$ cat config.mk
export PLATFORM = sky130hd
export DESIGN_NAME = clc_cell
export DESIGN_NICKNAME = d
export VERILOG_FILES = /design/src/rtl/clc_pkg.sv /design/src/rtl/clc_store.sv /design/src/rtl/clc_cell.sv
export SDC_FILE = /design/constraint.sdc
export NUM_CORES = 1
export LEC_CHECK = 0
export ABC_CLOCK_PERIOD_IN_PS = 2700
export BUFFER_PORTS_ARGS = -buffer_cell sky130_fd_sc_hd__buf_2
export CAP_MARGIN = 20
export CORE_MARGIN = 5
export CORE_UTILIZATION = 32
export CTS_CLUSTER_DIAMETER = 80
export DETAILED_ROUTE_END_ITERATION = 6
export GPL_TIMING_DRIVEN = 0
export HOLD_SLACK_MARGIN = 0.06
export PLACE_DENSITY = 0.77
export SKIP_CTS_REPAIR_TIMING = 1
export SYNTH_ARGS = -nofsm -noshare
export SYNTH_HDL_FRONTEND = slang
export SYNTH_HIERARCHICAL = 1
export SYNTH_SLANG_ARGS = --single-unit
$ cat constraint.sdc
create_clock -name ref_clk_i -period 2.7 [get_ports ref_clk_i]
set_clock_uncertainty 0.1 [all_clocks]
set_input_delay 0.27 -clock ref_clk_i [delete_from_list [all_inputs] [get_ports ref_clk_i]]
set_output_delay 0.27 -clock ref_clk_i [all_outputs]
set_load 0.01 [all_outputs]
$ cat src/rtl/clc_pkg.sv
// Constants and encodings shared by the configurable logic cell
package clc_pkg;

	// Lookup table shapes
	localparam int LUT4_INPUTS = 4;
	localparam int LUT4_DEPTH  = 16;
	localparam int LUT3_INPUTS = 3;
	localparam int LUT3_DEPTH  = 8;

	// General control inputs feeding the control selectors
	localparam int CTRL_COUNT    = 4;
	localparam int CTRL_SEL_BITS = 2;
	typedef logic [CTRL_SEL_BITS-1:0] clc_ctrl_sel_t;

	// Storage data source selector codes
	typedef logic [1:0] clc_data_sel_t;
	localparam clc_data_sel_t DSEL_LUT_A   = 2'h0;
	localparam clc_data_sel_t DSEL_LUT_B   = 2'h1;
	localparam clc_data_sel_t DSEL_COMBINE = 2'h2;
	localparam clc_data_sel_t DSEL_DIRECT  = 2'h3;

	// Combinational output selector codes
	localparam logic OSEL_LUT     = 1'b0;
	localparam logic OSEL_COMBINE = 1'b1;

	// Combining table input selector codes
	localparam logic CSEL_LUT  = 1'b0;
	localparam logic CSEL_CTRL = 1'b1;

	// Storage set/reset type; reset is the default
	localparam logic SR_TYPE_RESET = 1'b0;
	localparam logic SR_TYPE_SET   = 1'b1;

	// Storage mode
	localparam logic MODE_FLOP  = 1'b0;
	localparam logic MODE_LATCH = 1'b1;

	// Clock polarity per element
	localparam logic CLK_RISING  = 1'b0;
	localparam logic CLK_FALLING = 1'b1;

	// Number of storage elements
	localparam int STORE_COUNT = 2;

endpackage : clc_pkg

$ cat src/rtl/clc_store.sv
// One storage element of the logic cell: flip-flop or latch with set/reset
`timescale 1ns/10ps
module clc_store (
	input  wire logic ref_clk_i,
	input  wire logic reset_i,
	input  wire logic data_i,
	input  wire logic clk_en_i,
	input  wire logic set_reset_i,
	input  wire logic global_init_i,
	input  wire logic active_edge_i,
	input  wire logic gate_open_i,
	input  wire logic latch_mode_i,
	input  wire logic sr_value_i,
	output logic      q_o
);
	import clc_pkg::*;

	logic state_reg;
	logic force_val;
	logic transparent;

	// Set/reset and global init override clock and enable alike
	assign force_val   = set_reset_i | global_init_i;
	assign transparent = (latch_mode_i == MODE_LATCH) & clk_en_i & gate_open_i;

	// Reset stands for configuration load: element comes up at its type value
	always_ff @(posedge ref_clk_i) begin
		if (reset_i) begin
			state_reg <= sr_value_i;
		end else if (force_val) begin
			state_reg <= sr_value_i;
		end else if (clk_en_i) begin
			if (latch_mode_i == MODE_LATCH) begin
				if (gate_open_i) begin
					state_reg <= data_i;
				end
			end else if (active_edge_i) begin
				state_reg <= data_i;
			end
		end
	end

	// Output follows the override at once, so set/reset acts without a clock edge
	always_comb begin
		if (force_val) begin
			q_o = sr_value_i;
		end else if (transparent) begin
			q_o = data_i;
		end else begin
			q_o = state_reg;
		end
	end

endmodule : clc_store

$ cat src/rtl/clc_cell.sv
// Configurable logic cell: three lookup tables, steering and two storage elements
`timescale 1ns/10ps
// Notes on behaviour
// - Two independent sixteen-entry four-input tables
// - Three-input combining table with selectable inputs
// - Tables combine for five-input and wider functions
// - Two storage elements, direct or table fed
// - Shared clock, enable, set/reset and global init
// - Optional latches, transparent while gate low
// - Flip-flops capture on per-element selectable edge
// - Active-high shared enable; low holds each element using it
// - Unconnected enable counts as asserted
// - Set/reset forces configured value at once
// - Per-element set or reset type, reset default
// - Unconnected set/reset stays inactive, not invertible
// - Only two unregistered table outputs leave
// - Four-way selector feeds each storage input
// - Output A lut_a/combine, B lut_b/combine
// - Any control input reaches any internal control
// - Set/reset, direct data double as combine inputs
module clc_cell (
	input  wire logic                           ref_clk_i,
	input  wire logic                           reset_i,
	// Logic inputs
	input  wire logic [clc_pkg::LUT4_INPUTS-1:0] lut_a_inputs_i,
	input  wire logic [clc_pkg::LUT4_INPUTS-1:0] lut_b_inputs_i,
	input  wire logic [clc_pkg::CTRL_COUNT-1:0]  ctrl_inputs_i,
	input  wire logic                           storage_clk_i,
	input  wire logic                           global_init_i,
	// Static configuration
	input  wire logic [clc_pkg::LUT4_DEPTH-1:0]  lut_a_cfg_i,
	input  wire logic [clc_pkg::LUT4_DEPTH-1:0]  lut_b_cfg_i,
	input  wire logic [clc_pkg::LUT3_DEPTH-1:0]  lut_combine_cfg_i,
	input  wire logic                           combine_in0_sel_i,
	input  wire logic                           combine_in2_sel_i,
	input  wire clc_pkg::clc_ctrl_sel_t         clk_en_sel_i,
	input  wire clc_pkg::clc_ctrl_sel_t         set_reset_sel_i,
	input  wire clc_pkg::clc_ctrl_sel_t         direct_sel_i,
	input  wire clc_pkg::clc_ctrl_sel_t         combine_in1_sel_i,
	input  wire logic                           comb_a_sel_i,
	input  wire logic                           comb_b_sel_i,
	input  wire clc_pkg::clc_data_sel_t         store_a_data_sel_i,
	input  wire clc_pkg::clc_data_sel_t         store_b_data_sel_i,
	input  wire logic [clc_pkg::STORE_COUNT-1:0] clk_en_used_i,
	input  wire logic [clc_pkg::STORE_COUNT-1:0] set_reset_used_i,
	input  wire logic [clc_pkg::STORE_COUNT-1:0] clk_invert_i,
	input  wire logic [clc_pkg::STORE_COUNT-1:0] sr_type_i,
	input  wire logic                           latch_mode_i,
	// Results
	output logic                                comb_a_o,
	output logic                                comb_b_o,
	output logic                                store_a_q_o,
	output logic                                store_b_q_o
);
	import clc_pkg::*;

	logic                        lut_a_out;
	logic                        lut_b_out;
	logic                        lut_combine_out;
	logic [LUT3_INPUTS-1:0]      combine_addr;
	logic                        clk_en;
	logic                        set_reset_ctl;
	logic                        direct_data;
	logic                        combine_in1;
	logic [STORE_COUNT-1:0]      clk_en_eff;
	logic [STORE_COUNT-1:0]      set_reset_eff;
	logic [STORE_COUNT-1:0]      sr_value;
	logic [STORE_COUNT-1:0]      active_edge;
	logic [STORE_COUNT-1:0]      gate_open;
	logic                        storage_clk_reg;
	logic                        clk_rise;
	logic                        clk_fall;
	logic                        store_a_data;
	logic                        store_b_data;

	// Control selectors: any general input to any internal control
	assign clk_en        = ctrl_inputs_i[clk_en_sel_i];
	assign set_reset_ctl = ctrl_inputs_i[set_reset_sel_i];
	assign direct_data   = ctrl_inputs_i[direct_sel_i];
	assign combine_in1   = ctrl_inputs_i[combine_in1_sel_i];

	// First-level tables; delay does not depend on the stored function
	assign lut_a_out = lut_a_cfg_i[lut_a_inputs_i];
	assign lut_b_out = lut_b_cfg_i[lut_b_inputs_i];

	// Combining table inputs: bit 0 shares set/reset, bit 2 shares direct data
	assign combine_addr[0] = (combine_in0_sel_i == CSEL_CTRL) ? set_reset_ctl : lut_b_out;
	assign combine_addr[1] = combine_in1;
	assign combine_addr[2] = (combine_in2_sel_i == CSEL_CTRL) ? direct_data : lut_a_out;

	// With both table outputs feeding it, nine inputs reach one result
	assign lut_combine_out = lut_combine_cfg_i[combine_addr];

	// Only two combinational results leave; a third function must be stored
	assign comb_a_o = (comb_a_sel_i == OSEL_COMBINE) ? lut_combine_out : lut_a_out;
	assign comb_b_o = (comb_b_sel_i == OSEL_COMBINE) ? lut_combine_out : lut_b_out;

	// Storage data selectors
	always_comb begin
		unique case (store_a_data_sel_i)
			DSEL_LUT_A:   store_a_data = lut_a_out;
			DSEL_LUT_B:   store_a_data = lut_b_out;
			DSEL_COMBINE: store_a_data = lut_combine_out;
			DSEL_DIRECT:  store_a_data = direct_data;
		endcase
	end

	always_comb begin
		unique case (store_b_data_sel_i)
			DSEL_LUT_A:   store_b_data = lut_a_out;
			DSEL_LUT_B:   store_b_data = lut_b_out;
			DSEL_COMBINE: store_b_data = lut_combine_out;
			DSEL_DIRECT:  store_b_data = direct_data;
		endcase
	end

	// Per-element enable and set/reset; neither is invertible in the cell
	assign clk_en_eff    = ~clk_en_used_i | {STORE_COUNT{clk_en}};
	assign set_reset_eff = set_reset_used_i & {STORE_COUNT{set_reset_ctl}};
	assign sr_value      = sr_type_i;

	// Storage clock sampled as a level; edges found against last cycle's value
	always_ff @(posedge ref_clk_i) begin
		if (reset_i) begin
			storage_clk_reg <= 1'b0;
		end else begin
			storage_clk_reg <= storage_clk_i;
		end
	end

	assign clk_rise = storage_clk_i & ~storage_clk_reg;
	assign clk_fall = ~storage_clk_i & storage_clk_reg;

	// Shared clock line, polarity chosen per element
	genvar g;
	generate
		for (g = 0; g < STORE_COUNT; g++) begin : g_pol
			assign active_edge[g] = (clk_invert_i[g] == CLK_FALLING) ? clk_fall : clk_rise;
			assign gate_open[g]   = ~(storage_clk_i ^ clk_invert_i[g]);
		end
	endgenerate

	clc_store u_store_a (
		.ref_clk_i     (ref_clk_i),
		.reset_i       (reset_i),
		.data_i        (store_a_data),
		.clk_en_i      (clk_en_eff[0]),
		.set_reset_i   (set_reset_eff[0]),
		.global_init_i (global_init_i),
		.active_edge_i (active_edge[0]),
		.gate_open_i   (gate_open[0]),
		.latch_mode_i  (latch_mode_i),
		.sr_value_i    (sr_value[0]),
		.q_o           (store_a_q_o)
	);

	clc_store u_store_b (
		.ref_clk_i     (ref_clk_i),
		.reset_i       (reset_i),
		.data_i        (store_b_data),
		.clk_en_i      (clk_en_eff[1]),
		.set_reset_i   (set_reset_eff[1]),
		.global_init_i (global_init_i),
		.active_edge_i (active_edge[1]),
		.gate_open_i   (gate_open[1]),
		.latch_mode_i  (latch_mode_i),
		.sr_value_i    (sr_value[1]),
		.q_o           (store_b_q_o)
	);

	// Checks

	lut_a_value_a: assert property (@(posedge ref_clk_i) disable iff (reset_i)
		(comb_a_sel_i == OSEL_LUT) |-> comb_a_o == lut_a_cfg_i[lut_a_inputs_i])
		else $error("output A does not match first table entry");

	lut_b_value_a: assert property (@(posedge ref_clk_i) disable iff (reset_i)
		(comb_b_sel_i == OSEL_LUT) |-> comb_b_o == lut_b_cfg_i[lut_b_inputs_i])
		else $error("output B does not match second table entry");

	combine_wide_a: assert property (@(posedge ref_clk_i) disable iff (reset_i)
		(comb_a_sel_i == OSEL_COMBINE && combine_in0_sel_i == CSEL_LUT
		&& combine_in2_sel_i == CSEL_LUT)
		|-> comb_a_o == lut_combine_cfg_i[{lut_a_out, combine_in1, lut_b_out}])
		else $error("wide function result wrong");

	combine_ctrl_a: assert property (@(posedge ref_clk_i) disable iff (reset_i)
		(comb_b_sel_i == OSEL_COMBINE && combine_in0_sel_i == CSEL_CTRL
		&& combine_in2_sel_i == CSEL_CTRL)
		|-> comb_b_o == lut_combine_cfg_i[{direct_data, combine_in1, set_reset_ctl}])
		else $error("combining table control inputs wrong");

	enable_default_a: assert property (@(posedge ref_clk_i) disable iff (reset_i)
		!clk_en_used_i[1] |-> clk_en_eff[1])
		else $error("unconnected enable not asserted");

	sr_default_a: assert property (@(posedge ref_clk_i) disable iff (reset_i)
		!set_reset_used_i[1] && !global_init_i && clk_en_used_i[1] && !clk_en
		&& latch_mode_i == MODE_FLOP ##1 !set_reset_used_i[1] && !global_init_i
		|-> $stable(store_b_q_o))
		else $error("unconnected set/reset disturbed storage");

	sr_force_a: assert property (@(posedge ref_clk_i) disable iff (reset_i)
		set_reset_eff[0] |-> store_a_q_o == sr_type_i[0])
		else $error("set/reset did not force element A");

	init_force_a: assert property (@(posedge ref_clk_i) disable iff (reset_i)
		global_init_i |-> store_a_q_o == sr_type_i[0] && store_b_q_o == sr_type_i[1])
		else $error("global init did not force both elements");

	init_hold_a: assert property (@(posedge ref_clk_i) disable iff (reset_i)
		global_init_i ##1 !global_init_i && !set_reset_eff[0] && !clk_en_eff[0]
		|-> store_a_q_o == sr_type_i[0])
		else $error("element A lost its init value");

	flop_capture_a: assert property (@(posedge ref_clk_i) disable iff (reset_i)
		latch_mode_i == MODE_FLOP && clk_en_eff[0] && active_edge[0]
		&& !set_reset_eff[0] && !global_init_i
		|=> (set_reset_eff[0] || global_init_i || store_a_q_o == $past(store_a_data)))
		else $error("flip-flop A missed its clock edge");

	enable_hold_a: assert property (@(posedge ref_clk_i) disable iff (reset_i)
		latch_mode_i == MODE_FLOP && !clk_en_eff[0] && !set_reset_eff[0] && !global_init_i
		##1 !set_reset_eff[0] && !global_init_i |-> $stable(store_a_q_o))
		else $error("element A changed with enable low");

	latch_pass_a: assert property (@(posedge ref_clk_i) disable iff (reset_i)
		latch_mode_i == MODE_LATCH && clk_en_eff[0] && gate_open[0]
		&& !set_reset_eff[0] && !global_init_i |-> store_a_q_o == store_a_data)
		else $error("latch A not transparent with gate low");

	latch_hold_a: assert property (@(posedge ref_clk_i) disable iff (reset_i)
		latch_mode_i == MODE_LATCH && !gate_open[0] && !set_reset_eff[0] && !global_init_i
		##1 latch_mode_i == MODE_LATCH && !gate_open[0] && !set_reset_eff[0]
		&& !global_init_i |-> $stable(store_a_q_o))
		else $error("latch A changed with gate high");

	data_select_a: assert property (@(posedge ref_clk_i) disable iff (reset_i)
		store_b_data_sel_i == DSEL_DIRECT && latch_mode_i == MODE_LATCH && clk_en_eff[1]
		&& gate_open[1] && !set_reset_eff[1] && !global_init_i
		|-> store_b_q_o == direct_data)
		else $error("element B not fed from direct data");

	comb_a_mux_a: assert property (@(posedge ref_clk_i) disable iff (reset_i)
		(comb_a_sel_i == OSEL_COMBINE) |-> comb_a_o == lut_combine_out)
		else $error("output A does not follow the combining table");

	comb_b_mux_a: assert property (@(posedge ref_clk_i) disable iff (reset_i)
		(comb_b_sel_i == OSEL_COMBINE) |-> comb_b_o == lut_combine_out)
		else $error("output B does not follow the combining table");

	sr_force_b_a: assert property (@(posedge ref_clk_i) disable iff (reset_i)
		set_reset_eff[1] |-> store_b_q_o == sr_type_i[1])
		else $error("set/reset did not force element B");

	sr_shared_a: assert property (@(posedge ref_clk_i) disable iff (reset_i)
		(&set_reset_used_i) && set_reset_ctl
		|-> store_a_q_o == sr_type_i[0] && store_b_q_o == sr_type_i[1])
		else $error("shared set/reset did not reach both elements");

	sr_float_a: assert property (@(posedge ref_clk_i) disable iff (reset_i)
		latch_mode_i == MODE_FLOP && !set_reset_used_i[0] && set_reset_ctl
		&& clk_en_eff[0] && active_edge[0] && !global_init_i
		|=> (set_reset_eff[0] || global_init_i || store_a_q_o == $past(store_a_data)))
		else $error("unconnected set/reset blocked a capture");

	init_hold_b_a: assert property (@(posedge ref_clk_i) disable iff (reset_i)
		global_init_i ##1 !global_init_i && !set_reset_eff[1] && !clk_en_eff[1]
		|-> store_b_q_o == sr_type_i[1])
		else $error("element B lost its init value");

	flop_capture_b_a: assert property (@(posedge ref_clk_i) disable iff (reset_i)
		latch_mode_i == MODE_FLOP && clk_en_eff[1] && active_edge[1]
		&& !set_reset_eff[1] && !global_init_i
		|=> (set_reset_eff[1] || global_init_i || store_b_q_o == $past(store_b_data)))
		else $error("flip-flop B missed its clock edge");

	enable_hold_b_a: assert property (@(posedge ref_clk_i) disable iff (reset_i)
		latch_mode_i == MODE_FLOP && !clk_en_eff[1] && !set_reset_eff[1] && !global_init_i
		##1 !set_reset_eff[1] && !global_init_i |-> $stable(store_b_q_o))
		else $error("element B changed with enable low");

	latch_pass_b_a: assert property (@(posedge ref_clk_i) disable iff (reset_i)
		latch_mode_i == MODE_LATCH && clk_en_eff[1] && gate_open[1]
		&& !set_reset_eff[1] && !global_init_i |-> store_b_q_o == store_b_data)
		else $error("latch B not transparent with gate open");

	latch_hold_b_a: assert property (@(posedge ref_clk_i) disable iff (reset_i)
		latch_mode_i == MODE_LATCH && !gate_open[1] && !set_reset_eff[1] && !global_init_i
		##1 latch_mode_i == MODE_LATCH && !gate_open[1] && !set_reset_eff[1]
		&& !global_init_i |-> $stable(store_b_q_o))
		else $error("latch B changed with gate closed");

	enable_float_a: assert property (@(posedge ref_clk_i) disable iff (reset_i)
		latch_mode_i == MODE_FLOP && !clk_en_used_i[0] && !clk_en && active_edge[0]
		&& !set_reset_eff[0] && !global_init_i
		|=> (set_reset_eff[0] || global_init_i || store_a_q_o == $past(store_a_data)))
		else $error("unconnected enable blocked a capture");

	enable_shared_a: assert property (@(posedge ref_clk_i) disable iff (reset_i)
		latch_mode_i == MODE_FLOP && (&clk_en_used_i) && !clk_en && !(|set_reset_eff)
		&& !global_init_i ##1 !(|set_reset_eff) && !global_init_i
		|-> $stable(store_a_q_o) && $stable(store_b_q_o))
		else $error("shared enable low did not hold both elements");

	latch_enable_a: assert property (@(posedge ref_clk_i) disable iff (reset_i)
		latch_mode_i == MODE_LATCH && !clk_en_eff[0] && !set_reset_eff[0] && !global_init_i
		##1 latch_mode_i == MODE_LATCH && !clk_en_eff[0] && !set_reset_eff[0]
		&& !global_init_i |-> $stable(store_a_q_o))
		else $error("latch A changed with enable low");

	feed_first_a: assert property (@(posedge ref_clk_i) disable iff (reset_i)
		store_a_data_sel_i == DSEL_LUT_A && latch_mode_i == MODE_LATCH && clk_en_eff[0]
		&& gate_open[0] && !set_reset_eff[0] && !global_init_i
		|-> store_a_q_o == lut_a_out)
		else $error("element A not fed from first table");

	feed_second_a: assert property (@(posedge ref_clk_i) disable iff (reset_i)
		store_a_data_sel_i == DSEL_LUT_B && latch_mode_i == MODE_LATCH && clk_en_eff[0]
		&& gate_open[0] && !set_reset_eff[0] && !global_init_i
		|-> store_a_q_o == lut_b_out)
		else $error("element A not fed from second table");

	feed_combine_a: assert property (@(posedge ref_clk_i) disable iff (reset_i)
		store_b_data_sel_i == DSEL_COMBINE && latch_mode_i == MODE_LATCH && clk_en_eff[1]
		&& gate_open[1] && !set_reset_eff[1] && !global_init_i
		|-> store_b_q_o == lut_combine_out)
		else $error("element B not fed from combining table");

	feed_direct_a: assert property (@(posedge ref_clk_i) disable iff (reset_i)
		store_a_data_sel_i == DSEL_DIRECT && latch_mode_i == MODE_LATCH && clk_en_eff[0]
		&& gate_open[0] && !set_reset_eff[0] && !global_init_i
		|-> store_a_q_o == direct_data)
		else $error("element A not fed from direct data");

	edge_rise_a: assert property (@(posedge ref_clk_i) disable iff (reset_i)
		clk_invert_i[0] == CLK_RISING && $rose(storage_clk_i) |-> active_edge[0])
		else $error("rising storage clock edge not seen by element A");

	edge_fall_a: assert property (@(posedge ref_clk_i) disable iff (reset_i)
		clk_invert_i[1] == CLK_FALLING && $fell(storage_clk_i) && !$past(reset_i)
		|-> active_edge[1])
		else $error("falling storage clock edge not seen by element B");

	edge_quiet_a: assert property (@(posedge ref_clk_i) disable iff (reset_i)
		!$changed(storage_clk_i) && !$past(reset_i) |-> active_edge == '0)
		else $error("edge seen on a steady storage clock");

endmodule : clc_cell

==> impl_metrics.yaml, run 1 <==
floorplan:
  die_h_um: 61.2
  placementRows: 18
  initial_utilization: 0.335
  die_w_um: 61.2
  io-pin-count: 85
  die-area_um2: 3740
  core_area_um2: 2500
placed_design:
  dp.final_hpwl_um: 2590
  place_congestion: 0.808
  port_buffers: 84
  post-place-ws_ns: -0.463
  dpl-instance-area_um2: 1300
  dp_cells: 195
worst_setup_path:
  required_ns: 2.33
  cp_num_buf_inv: 3
  slowest_stage: "mux4_2"
  start_kind: "primary input"
  critPathLaunch: "lut_b_inputs_i[2]"
  crit_top_cell: "mux4_2"
  worstPathCellList: "buf_8 > mux4_2 > mux4_2 > mux2_4 > mux2i_2 > a22oi_2 > buf_4 > o21ai_4 > mux2i_1 > a21oi_2 > buf_2"
  critPathTopFamily: "multiplexers"
  arrival_ns: 2.73
  crit_fanout: 4
  worstSetupPathType: "primary input to output port"
  cp-end-kind: "output port"
  r2r-start: "storage_clk_reg"
  cp_slowest_stage_delay_ns: 0.53
route:
  drtPass1Iterations: 4
  wl_per_cell_um: 14.5
  num_vias: 1081
  ant_nets: 0
  drtIter0Drc: 32
  routed_via_density: 5.33
  wl_um: 2940
  drc: 0
clocking:
  path_clk_slew_ns: 0.04
  h-tree-depth: 1
  cts-root-buf: "clkbuf_4"
  clock_path_buffers: 2
  cts_tree: "built"
  cts.sinks: 3
  cts_made_buffers: 3
  clock_latency_ns: 0.24
flow_run:
  max_cap_violations: 0
finish:
  syn2layout_area_growth_pct: 66.3
  num_antenna_cells: 0
  final_nets: 255
  drive_gt1_frac: 0.676
  fin_cells: 203
  num-fill-cells: 225
  fin_area_um2: 1390
synthesis:
  synth_largest_area_cell: "mux4_2"
  yosysWarnings: 6
  synthTopCellsByArea: "mux4_2 (27%), mux2i_1 (13%), mux4_1 (9.4%)"
  synth.distinct_cells: 28
  ys_seq_elements: 3
  syn-num-nets: 162
  synth.avg_cell_area_um2: 10.3
  syn_inst: 81
  yosysSeqAreaShare: 0.0955
  synthTopCellsByCount: "mux2i_1 (11), mux4_2 (10), nor2_1 (8)"
  yosys.area.top_type_share: 0.269
  syn_area_um2: 838
  synth_top_flop_cell: "edfxtp_1"
  synthArstFlopShare: 0
  yosysMostFrequentCell: "mux2i_1"
  synth_edf_count: 2
power:
  p_per_area_nw_per_um2: 293
  ir_drop_v: 0.000195
  leakagePower_nw: 0.669
global_route:
  antenna_found_initial: 0
  grt_max_degree: 7
  grt_pass1_vias: 1154
  track_usage: 0.152
  grt-ovfl-total: 0
  grt_pass1_wl_um: 4460
sta:
  finalCriticalPeriod_ns: 3.10
  setup_slack_ns: -0.403
  hold_viol_final: 0
  worst_slew_pin_slew_ns: 0.367
  grt_setup_unrepaired: "yes"
  slew_viol_final: 0
  period_share: 1.15
  setup_viol: 5
  relSlewSlack: 0.752
  fmax_ghz: 0.322
run_status:
  run_status: "complete, but fails checks"
  violations: "negative setup slack"
hold_path:
  min-delay-start: "reset_i"
  worstHoldPathType: "primary input to register"
stage by stage:
| stage | power [mW] | hold WS [ns] | util | setup TNS [ns] |
|---|---|---|---|---|
| after floorplan | 0.185 | 0.242 | - | 0 |
| after global placement | 0.277 | 0.396 | 0.519 | -1.59 |
| after detailed placement | 0.286 | 0.390 | 0.519 | -1.88 |
| after CTS | 0.373 | 0.140 | 0.530 | -1.31 |
| after global routing | 0.438 | 0.150 | 0.558 | -1.82 |
| final | 0.408 | 0.148 | 0.558 | -1.30 |
kinds of logic (layout without fill, tap and decap cells):
logic type,after synthesis,count (layout),synth area share
muxes,29,29,0.566
xor gates and xnor gates,2,2,0.0209
AOI/OAI and AO/OA,15,15,0.124
buffers and inverters,2,94,0.00895
DFF,3,3,0.0955
and+or+nand+nor,30,30,0.185
cells in the final DEF (no fill, tap or decap), types with 2 or more instances in the layout:
| cell | synthesis | routed |
|---|---|---|
| a211oi_1 | 2 | 2 |
| a21oi_2 | 0 | 3 |
| and2_1 | 2 | 2 |
| buf_2 | 0 | 83 |
| buf_4 | 0 | 2 |
| buf_6 | 0 | 2 |
| clkbuf_4 | 0 | 3 |
| edfxtp_1 | 2 | 2 |
| mux2_2 | 2 | 2 |
| mux2_4 | 1 | 2 |
| mux2i_1 | 11 | 10 |
| mux4_2 | 10 | 13 |
| nand2_1 | 6 | 6 |
| nand2b_1 | 4 | 4 |
| nand3_1 | 2 | 2 |
| nor2_1 | 8 | 8 |
| nor2b_1 | 2 | 2 |
| nor3_1 | 3 | 3 |
| nor3_2 | 2 | 2 |
| o211ai_1 | 2 | 2 |
| o22ai_1 | 2 | 2 |
| xnor2_1 | 2 | 2 |
power breakdown:
part	total (mW)	leakage, nW	switching, mW	internal [mW]
Sequential	0.0562	0.0291	0.00157	0.0546
Clock	0.0849	0.0150	0.0291	0.0558
Combinational	0.267	0.625	0.113	0.154
area by class of cell:
type | instances | area, um^2 | area share
Sequential cell | 3 | 80.1 | 0.0575
Tap cell | 30 | 37.5 | 0.0269
Multi-Input combinational cell | 76 | 774 | 0.556
Clock buffer | 4 | 26.3 | 0.0189
Buffer | 1 | 3.75 | 0.00269
Timing Repair Buffer | 88 | 468 | 0.336
Inverter | 1 | 3.75 | 0.00269
final timing paths:
kind         slack (ns)                   to  depth (start not counted)
max reg2reg        1.42  u_store_b/state_reg                          4
min                0.15      storage_clk_reg                          2
max               -0.40          store_b_q_o                         11
min reg2reg        0.67  u_store_a/state_reg                          4
metal layers:
layer  part of all wire  up-vias  GRT usage
met5                  0        -          0
met4             0.0034        0     0.0279
met3              0.080        2     0.0105
met2               0.58       49      0.322
met1               0.34      512      0.160
li1                   -      518          -
Power figures use the tool's default switching activity.
==> run 2: changes to the inputs <==
Settings changed: CTS_CLUSTER_DIAMETER 80 to 100, REMOVE_ABC_BUFFERS set to 1.
==> impl_metrics.yaml, run 2 (same netlist as run 1, synthesis figures left out) <==
clocking:
  cts_tree: "built"
  cts-root-buf: "clkbuf_4"
  cts.sinks: 3
  path_clk_slew_ns: 0.04
  h-tree-depth: 1
  clock_path_buffers: 2
  cts_made_buffers: 3
  clock_latency_ns: 0.23
hold_path:
  min_path_cells: 2
  worstHoldPathType: "primary input to register"
route:
  drc: 0
  routed_via_density: 5.05
  drtPass1Iterations: 4
  drtIter0Drc: 40
  wl_um: 2940
  num_vias: 1016
  wl_per_cell_um: 14.6
  ant_nets: 0
power:
  leakagePower_nw: 0.657
  ir_drop_v: 0.000132
  total_power_uw: 376
  p_per_area_nw_per_um2: 278
worst_setup_path:
  start_kind: "primary input"
  rrSetupSlack_ns: 1.43
  endpoint: "store_a_q_o"
  rr_worst_depth: 4
  r2r-start: "storage_clk_reg"
  arrival_ns: 2.66
  timing.rr.end: "u_store_a/state_reg"
  cp-end-kind: "output port"
  critPathLaunch: "lut_b_inputs_i[2]"
  worstSetupPathType: "primary input to output port"
  required_ns: 2.33
  crit_fanout: 4
global_route:
  grt-ovfl-total: 0
  grt_pass1_wl_um: 4660
  grt_max_degree: 7
  antenna_found_initial: 0
  track_usage: 0.164
  grt_pass1_vias: 1169
finish:
  fin_cells: 201
  final_cell_mix: "buf_2 (83), mux4_2 (13), mux2i_1 (11)"
  num_antenna_cells: 0
  drive_gt1_frac: 0.655
  num-fill-cells: 247
  utilization: 0.541
  syn2layout_area_growth_pct: 61.3
  final_nets: 253
  final_common_cell: "buf_2"
floorplan:
  placementRows: 18
  die_h_um: 61.2
  die_w_um: 61.2
  core_area_um2: 2500
  io-pin-count: 85
  die-area_um2: 3740
  initial_utilization: 0.335
placed_design:
  dp_cells: 194
  dp.final_hpwl_um: 2680
  place_congestion: 0.761
  port_buffers: 84
sta:
  fmax_ghz: 0.329
  setup_slack_ns: -0.335
  setup_viol: 4
  period_share: 1.12
  hold_viol_final: 0
  slew_viol_final: 0
  relSlewSlack: 0.681
  finalCriticalPeriod_ns: 3.03
  grt_setup_unrepaired: "yes"
  worst_slew_pin_slew_ns: 0.470
flow_run:
  max_cap_violations: 0
run_status:
  run_status: "complete, but fails checks"
  violations: "negative setup slack"
[run 2: cell types whose count changed in the layout (fill, tap and decap cells not counted), sizes merged]
| cell | delta |
|---|---|
| buf | -2 |
[run 2: power breakdown]
group	internal, mW	leakage [nW]	switching (mW)
clock	0.0553	0.0150	0.0220
combinational	0.139	0.613	0.104
sequential	0.0547	0.0291	0.00142
total	0.249	0.657	0.127
[run 2: metal layers]
metal,up-vias,routed length [um],GRT usage
met5,-,0,0
met4,0,0,0.0341
met3,0,292,0.0377
met2,46,1640,0.337
met1,454,1010,0.164
li1,516,-,-
[run 2: final cells by class]
| type | count | area [um^2] | area share |
|---|---|---|---|
| inverters | 1 | 3.75 | 0.00278 |
| multi-input cells | 76 | 752 | 0.556 |
| clock buffers | 4 | 26.3 | 0.0194 |
| well taps | 30 | 37.5 | 0.0278 |
| flip-flops and latches | 3 | 80.1 | 0.0592 |
| repair buffers | 87 | 453 | 0.335 |
[run 2: worst min path at each step]
stage | start | to | slack (ns)
6_report | reset_i | storage_clk_reg | 0.17
5_1_grt | reset_i | storage_clk_reg | 0.17
4_1_cts | reset_i | storage_clk_reg | 0.16
3_3_place_gp | reset_i | storage_clk_reg | 0.39
2_1_floorplan | reset_i | storage_clk_reg | 0.24
3_5_place_dp | reset_i | storage_clk_reg | 0.41
[run 2: worst max-delay path: stages]
cell	delay, ns
buf_8	0.09
mux4_2	0.50
mux4_2	0.52
mux2_4	0.30
mux2i_1	0.18
a22oi_2	0.15
a211oi_2	0.30
mux2i_1	0.10
a21oi_1	0.12
buf_2	0.14
[run 2: metrics by stage]
step           area [um^2]  hold WS [ns]  setup TNS [ns]  worst slack [ns]
6_report              1350         0.166          -0.747            -0.335
5_1_grt               1350         0.169           -1.14            -0.443
4_1_cts               1320         0.164           -2.42            -0.583
3_5_place_dp          1290         0.408           -2.91            -0.584
3_3_place_gp          1290         0.392           -2.43            -0.510
2_1_floorplan          835         0.242          -0.232           -0.0700
==> run 3: changes to the inputs <==
Settings changed: BUFFER_PORTS_ARGS -buffer_cell sky130_fd_sc_hd__buf_2 to -buffer_cell sky130_fd_sc_hd__buf_4.
==> impl_metrics.yaml, run 3 (same netlist as run 1, synthesis figures left out) <==
finish:
  syn2layout_area_growth_pct: 86.6
  final_cell_mix: "buf_4 (85), mux4_2 (13), mux2i_1 (9)"
  seq_area_um2: 80.1
  num_antenna_cells: 0
  drive_gt1_frac: 0.671
  num-fill-cells: 211
  multi_input_area_um2: 763
  final_nets: 252
  final_common_cell: "buf_4"
sta:
  period_share: 1.14
  setup_slack_ns: -0.382
  relSlewSlack: 0.708
  hold_viol_final: 0
  grt_setup_unrepaired: "yes"
  finalCriticalPeriod_ns: 3.08
  fmax_ghz: 0.324
  hold_ws_ns: 0.129
  setup_viol: 5
  slew_viol_final: 0
  worst_slew_pin_slew_ns: 0.432
global_route:
  gr-usage-met2: 0.343
  use_met3: 0.0356
  grt_pass1_wl_um: 4810
  met1_usage: 0.181
  grt.busiest_layer: "met2"
  antenna_found_initial: 0
  grt_pass1_vias: 1187
  grt_max_degree: 7
  track_usage: 0.172
  grt-ovfl-total: 0
route:
  drtPass1Iterations: 4
  wl_um: 3100
  wl_per_cell_um: 15.5
  drtIter0Drc: 32
  routed_via_density: 5.18
  drc: 0
  ant_nets: 0
  num_vias: 1036
placed_design:
  post-place-ws_ns: -0.553
  port_buffers: 84
  dp.final_hpwl_um: 2770
  place_congestion: 0.790
clocking:
  h-tree-depth: 1
  clock_path_buffers: 2
  cts.sinks: 3
  cts-root-buf: "clkbuf_4"
  clock_latency_ns: 0.23
  cts_tree: "built"
  path_clk_slew_ns: 0.04
  cts_made_buffers: 3
flow_run:
  max_cap_violations: 0
run_status:
  violations: "negative setup slack"
  run_status: "complete, but fails checks"
worst_setup_path:
  cp_slowest_stage_delay_ns: 0.53
  slowest_stage: "mux4_2"
  cp_num_buf_inv: 2
  required_ns: 2.33
  arrival_ns: 2.71
  crit_top_cell: "mux4_2"
  crit_fanout: 4
  worstSetupPathType: "primary input to output port"
  start_kind: "primary input"
  critPathTopFamily: "multiplexers"
  worstPathCellList: "buf_8 > mux4_2 > mux4_2 > mux2_4 > mux2i_2 > a22oi_2 > a211oi_2 > mux2i_1 > a21oi_1 > buf_4"
  cp-end-kind: "output port"
power:
  ir_drop_v: 0.000140
  leakagePower_nw: 0.725
  total_power_uw: 418
  p_per_area_nw_per_um2: 267
floorplan:
  die-area_um2: 3740
  io-pin-count: 85
  die_h_um: 61.2
  die_w_um: 61.2
  placementRows: 18
  core_area_um2: 2500
  initial_utilization: 0.335
hold_path:
  worstHoldPathType: "primary input to register"
==> run 3: changes by cell type in the layout (fill, tap and decap cells not counted) <==
| cell | delta |
|---|---|
| buf_2 | -83 |
| mux2_4 | +1 |
| mux2_1 | -1 |
| mux2i_2 | +2 |
| mux2i_1 | -2 |
| buf_4 | +82 |
==> run 3: final timing paths <==
path	start	end	slack, ns	cells after the start
setup / recovery	lut_b_inputs_i[2]	store_a_q_o	-0.38	10
hold / removal	reset_i	storage_clk_reg	0.13	2
setup reg to reg	storage_clk_reg	u_store_a/state_reg	1.40	4
hold reg to reg	storage_clk_reg	u_store_b/state_reg	0.66	4
==> run 3: area by class of cell <==
cell class / instances / area share
inverters: 1 / 0.00240
multi-input cells: 76 / 0.488
repair buffers: 86 / 0.418
flip-flops and latches: 3 / 0.0512
well taps: 30 / 0.0240
clock buffers: 4 / 0.0168
==> run 3: power breakdown <==
group	switching (mW)	leakage, nW	total, mW	internal [mW]
registers	0.00146	0.0291	0.0561	0.0547
logic	0.106	0.681	0.284	0.178
clock network	0.0230	0.0150	0.0784	0.0554
==> run 3: layer usage <==
| layer | up-vias | part of all wire |
|---|---|---|
| met4 | 0 | 0 |
| met3 | 0 | 0.087 |
| met2 | 47 | 0.54 |
| met1 | 478 | 0.37 |
| met5 | - | 0 |
| li1 | 511 | - |
==> run 3: through the flow <==
stage / std cells / cell area (um^2) / util / setup TNS (ns)
after global routing: 200 / 1560 / 0.626 / -1.49
final: 200 / 1560 / 0.626 / -1.14
after global placement: 194 / 1500 / 0.601 / -2.20
after floorplan: 80 / 835 / - / -0.232
after CTS: 198 / 1530 / 0.612 / -2.20
after detailed placement: 194 / 1500 / 0.601 / -2.68
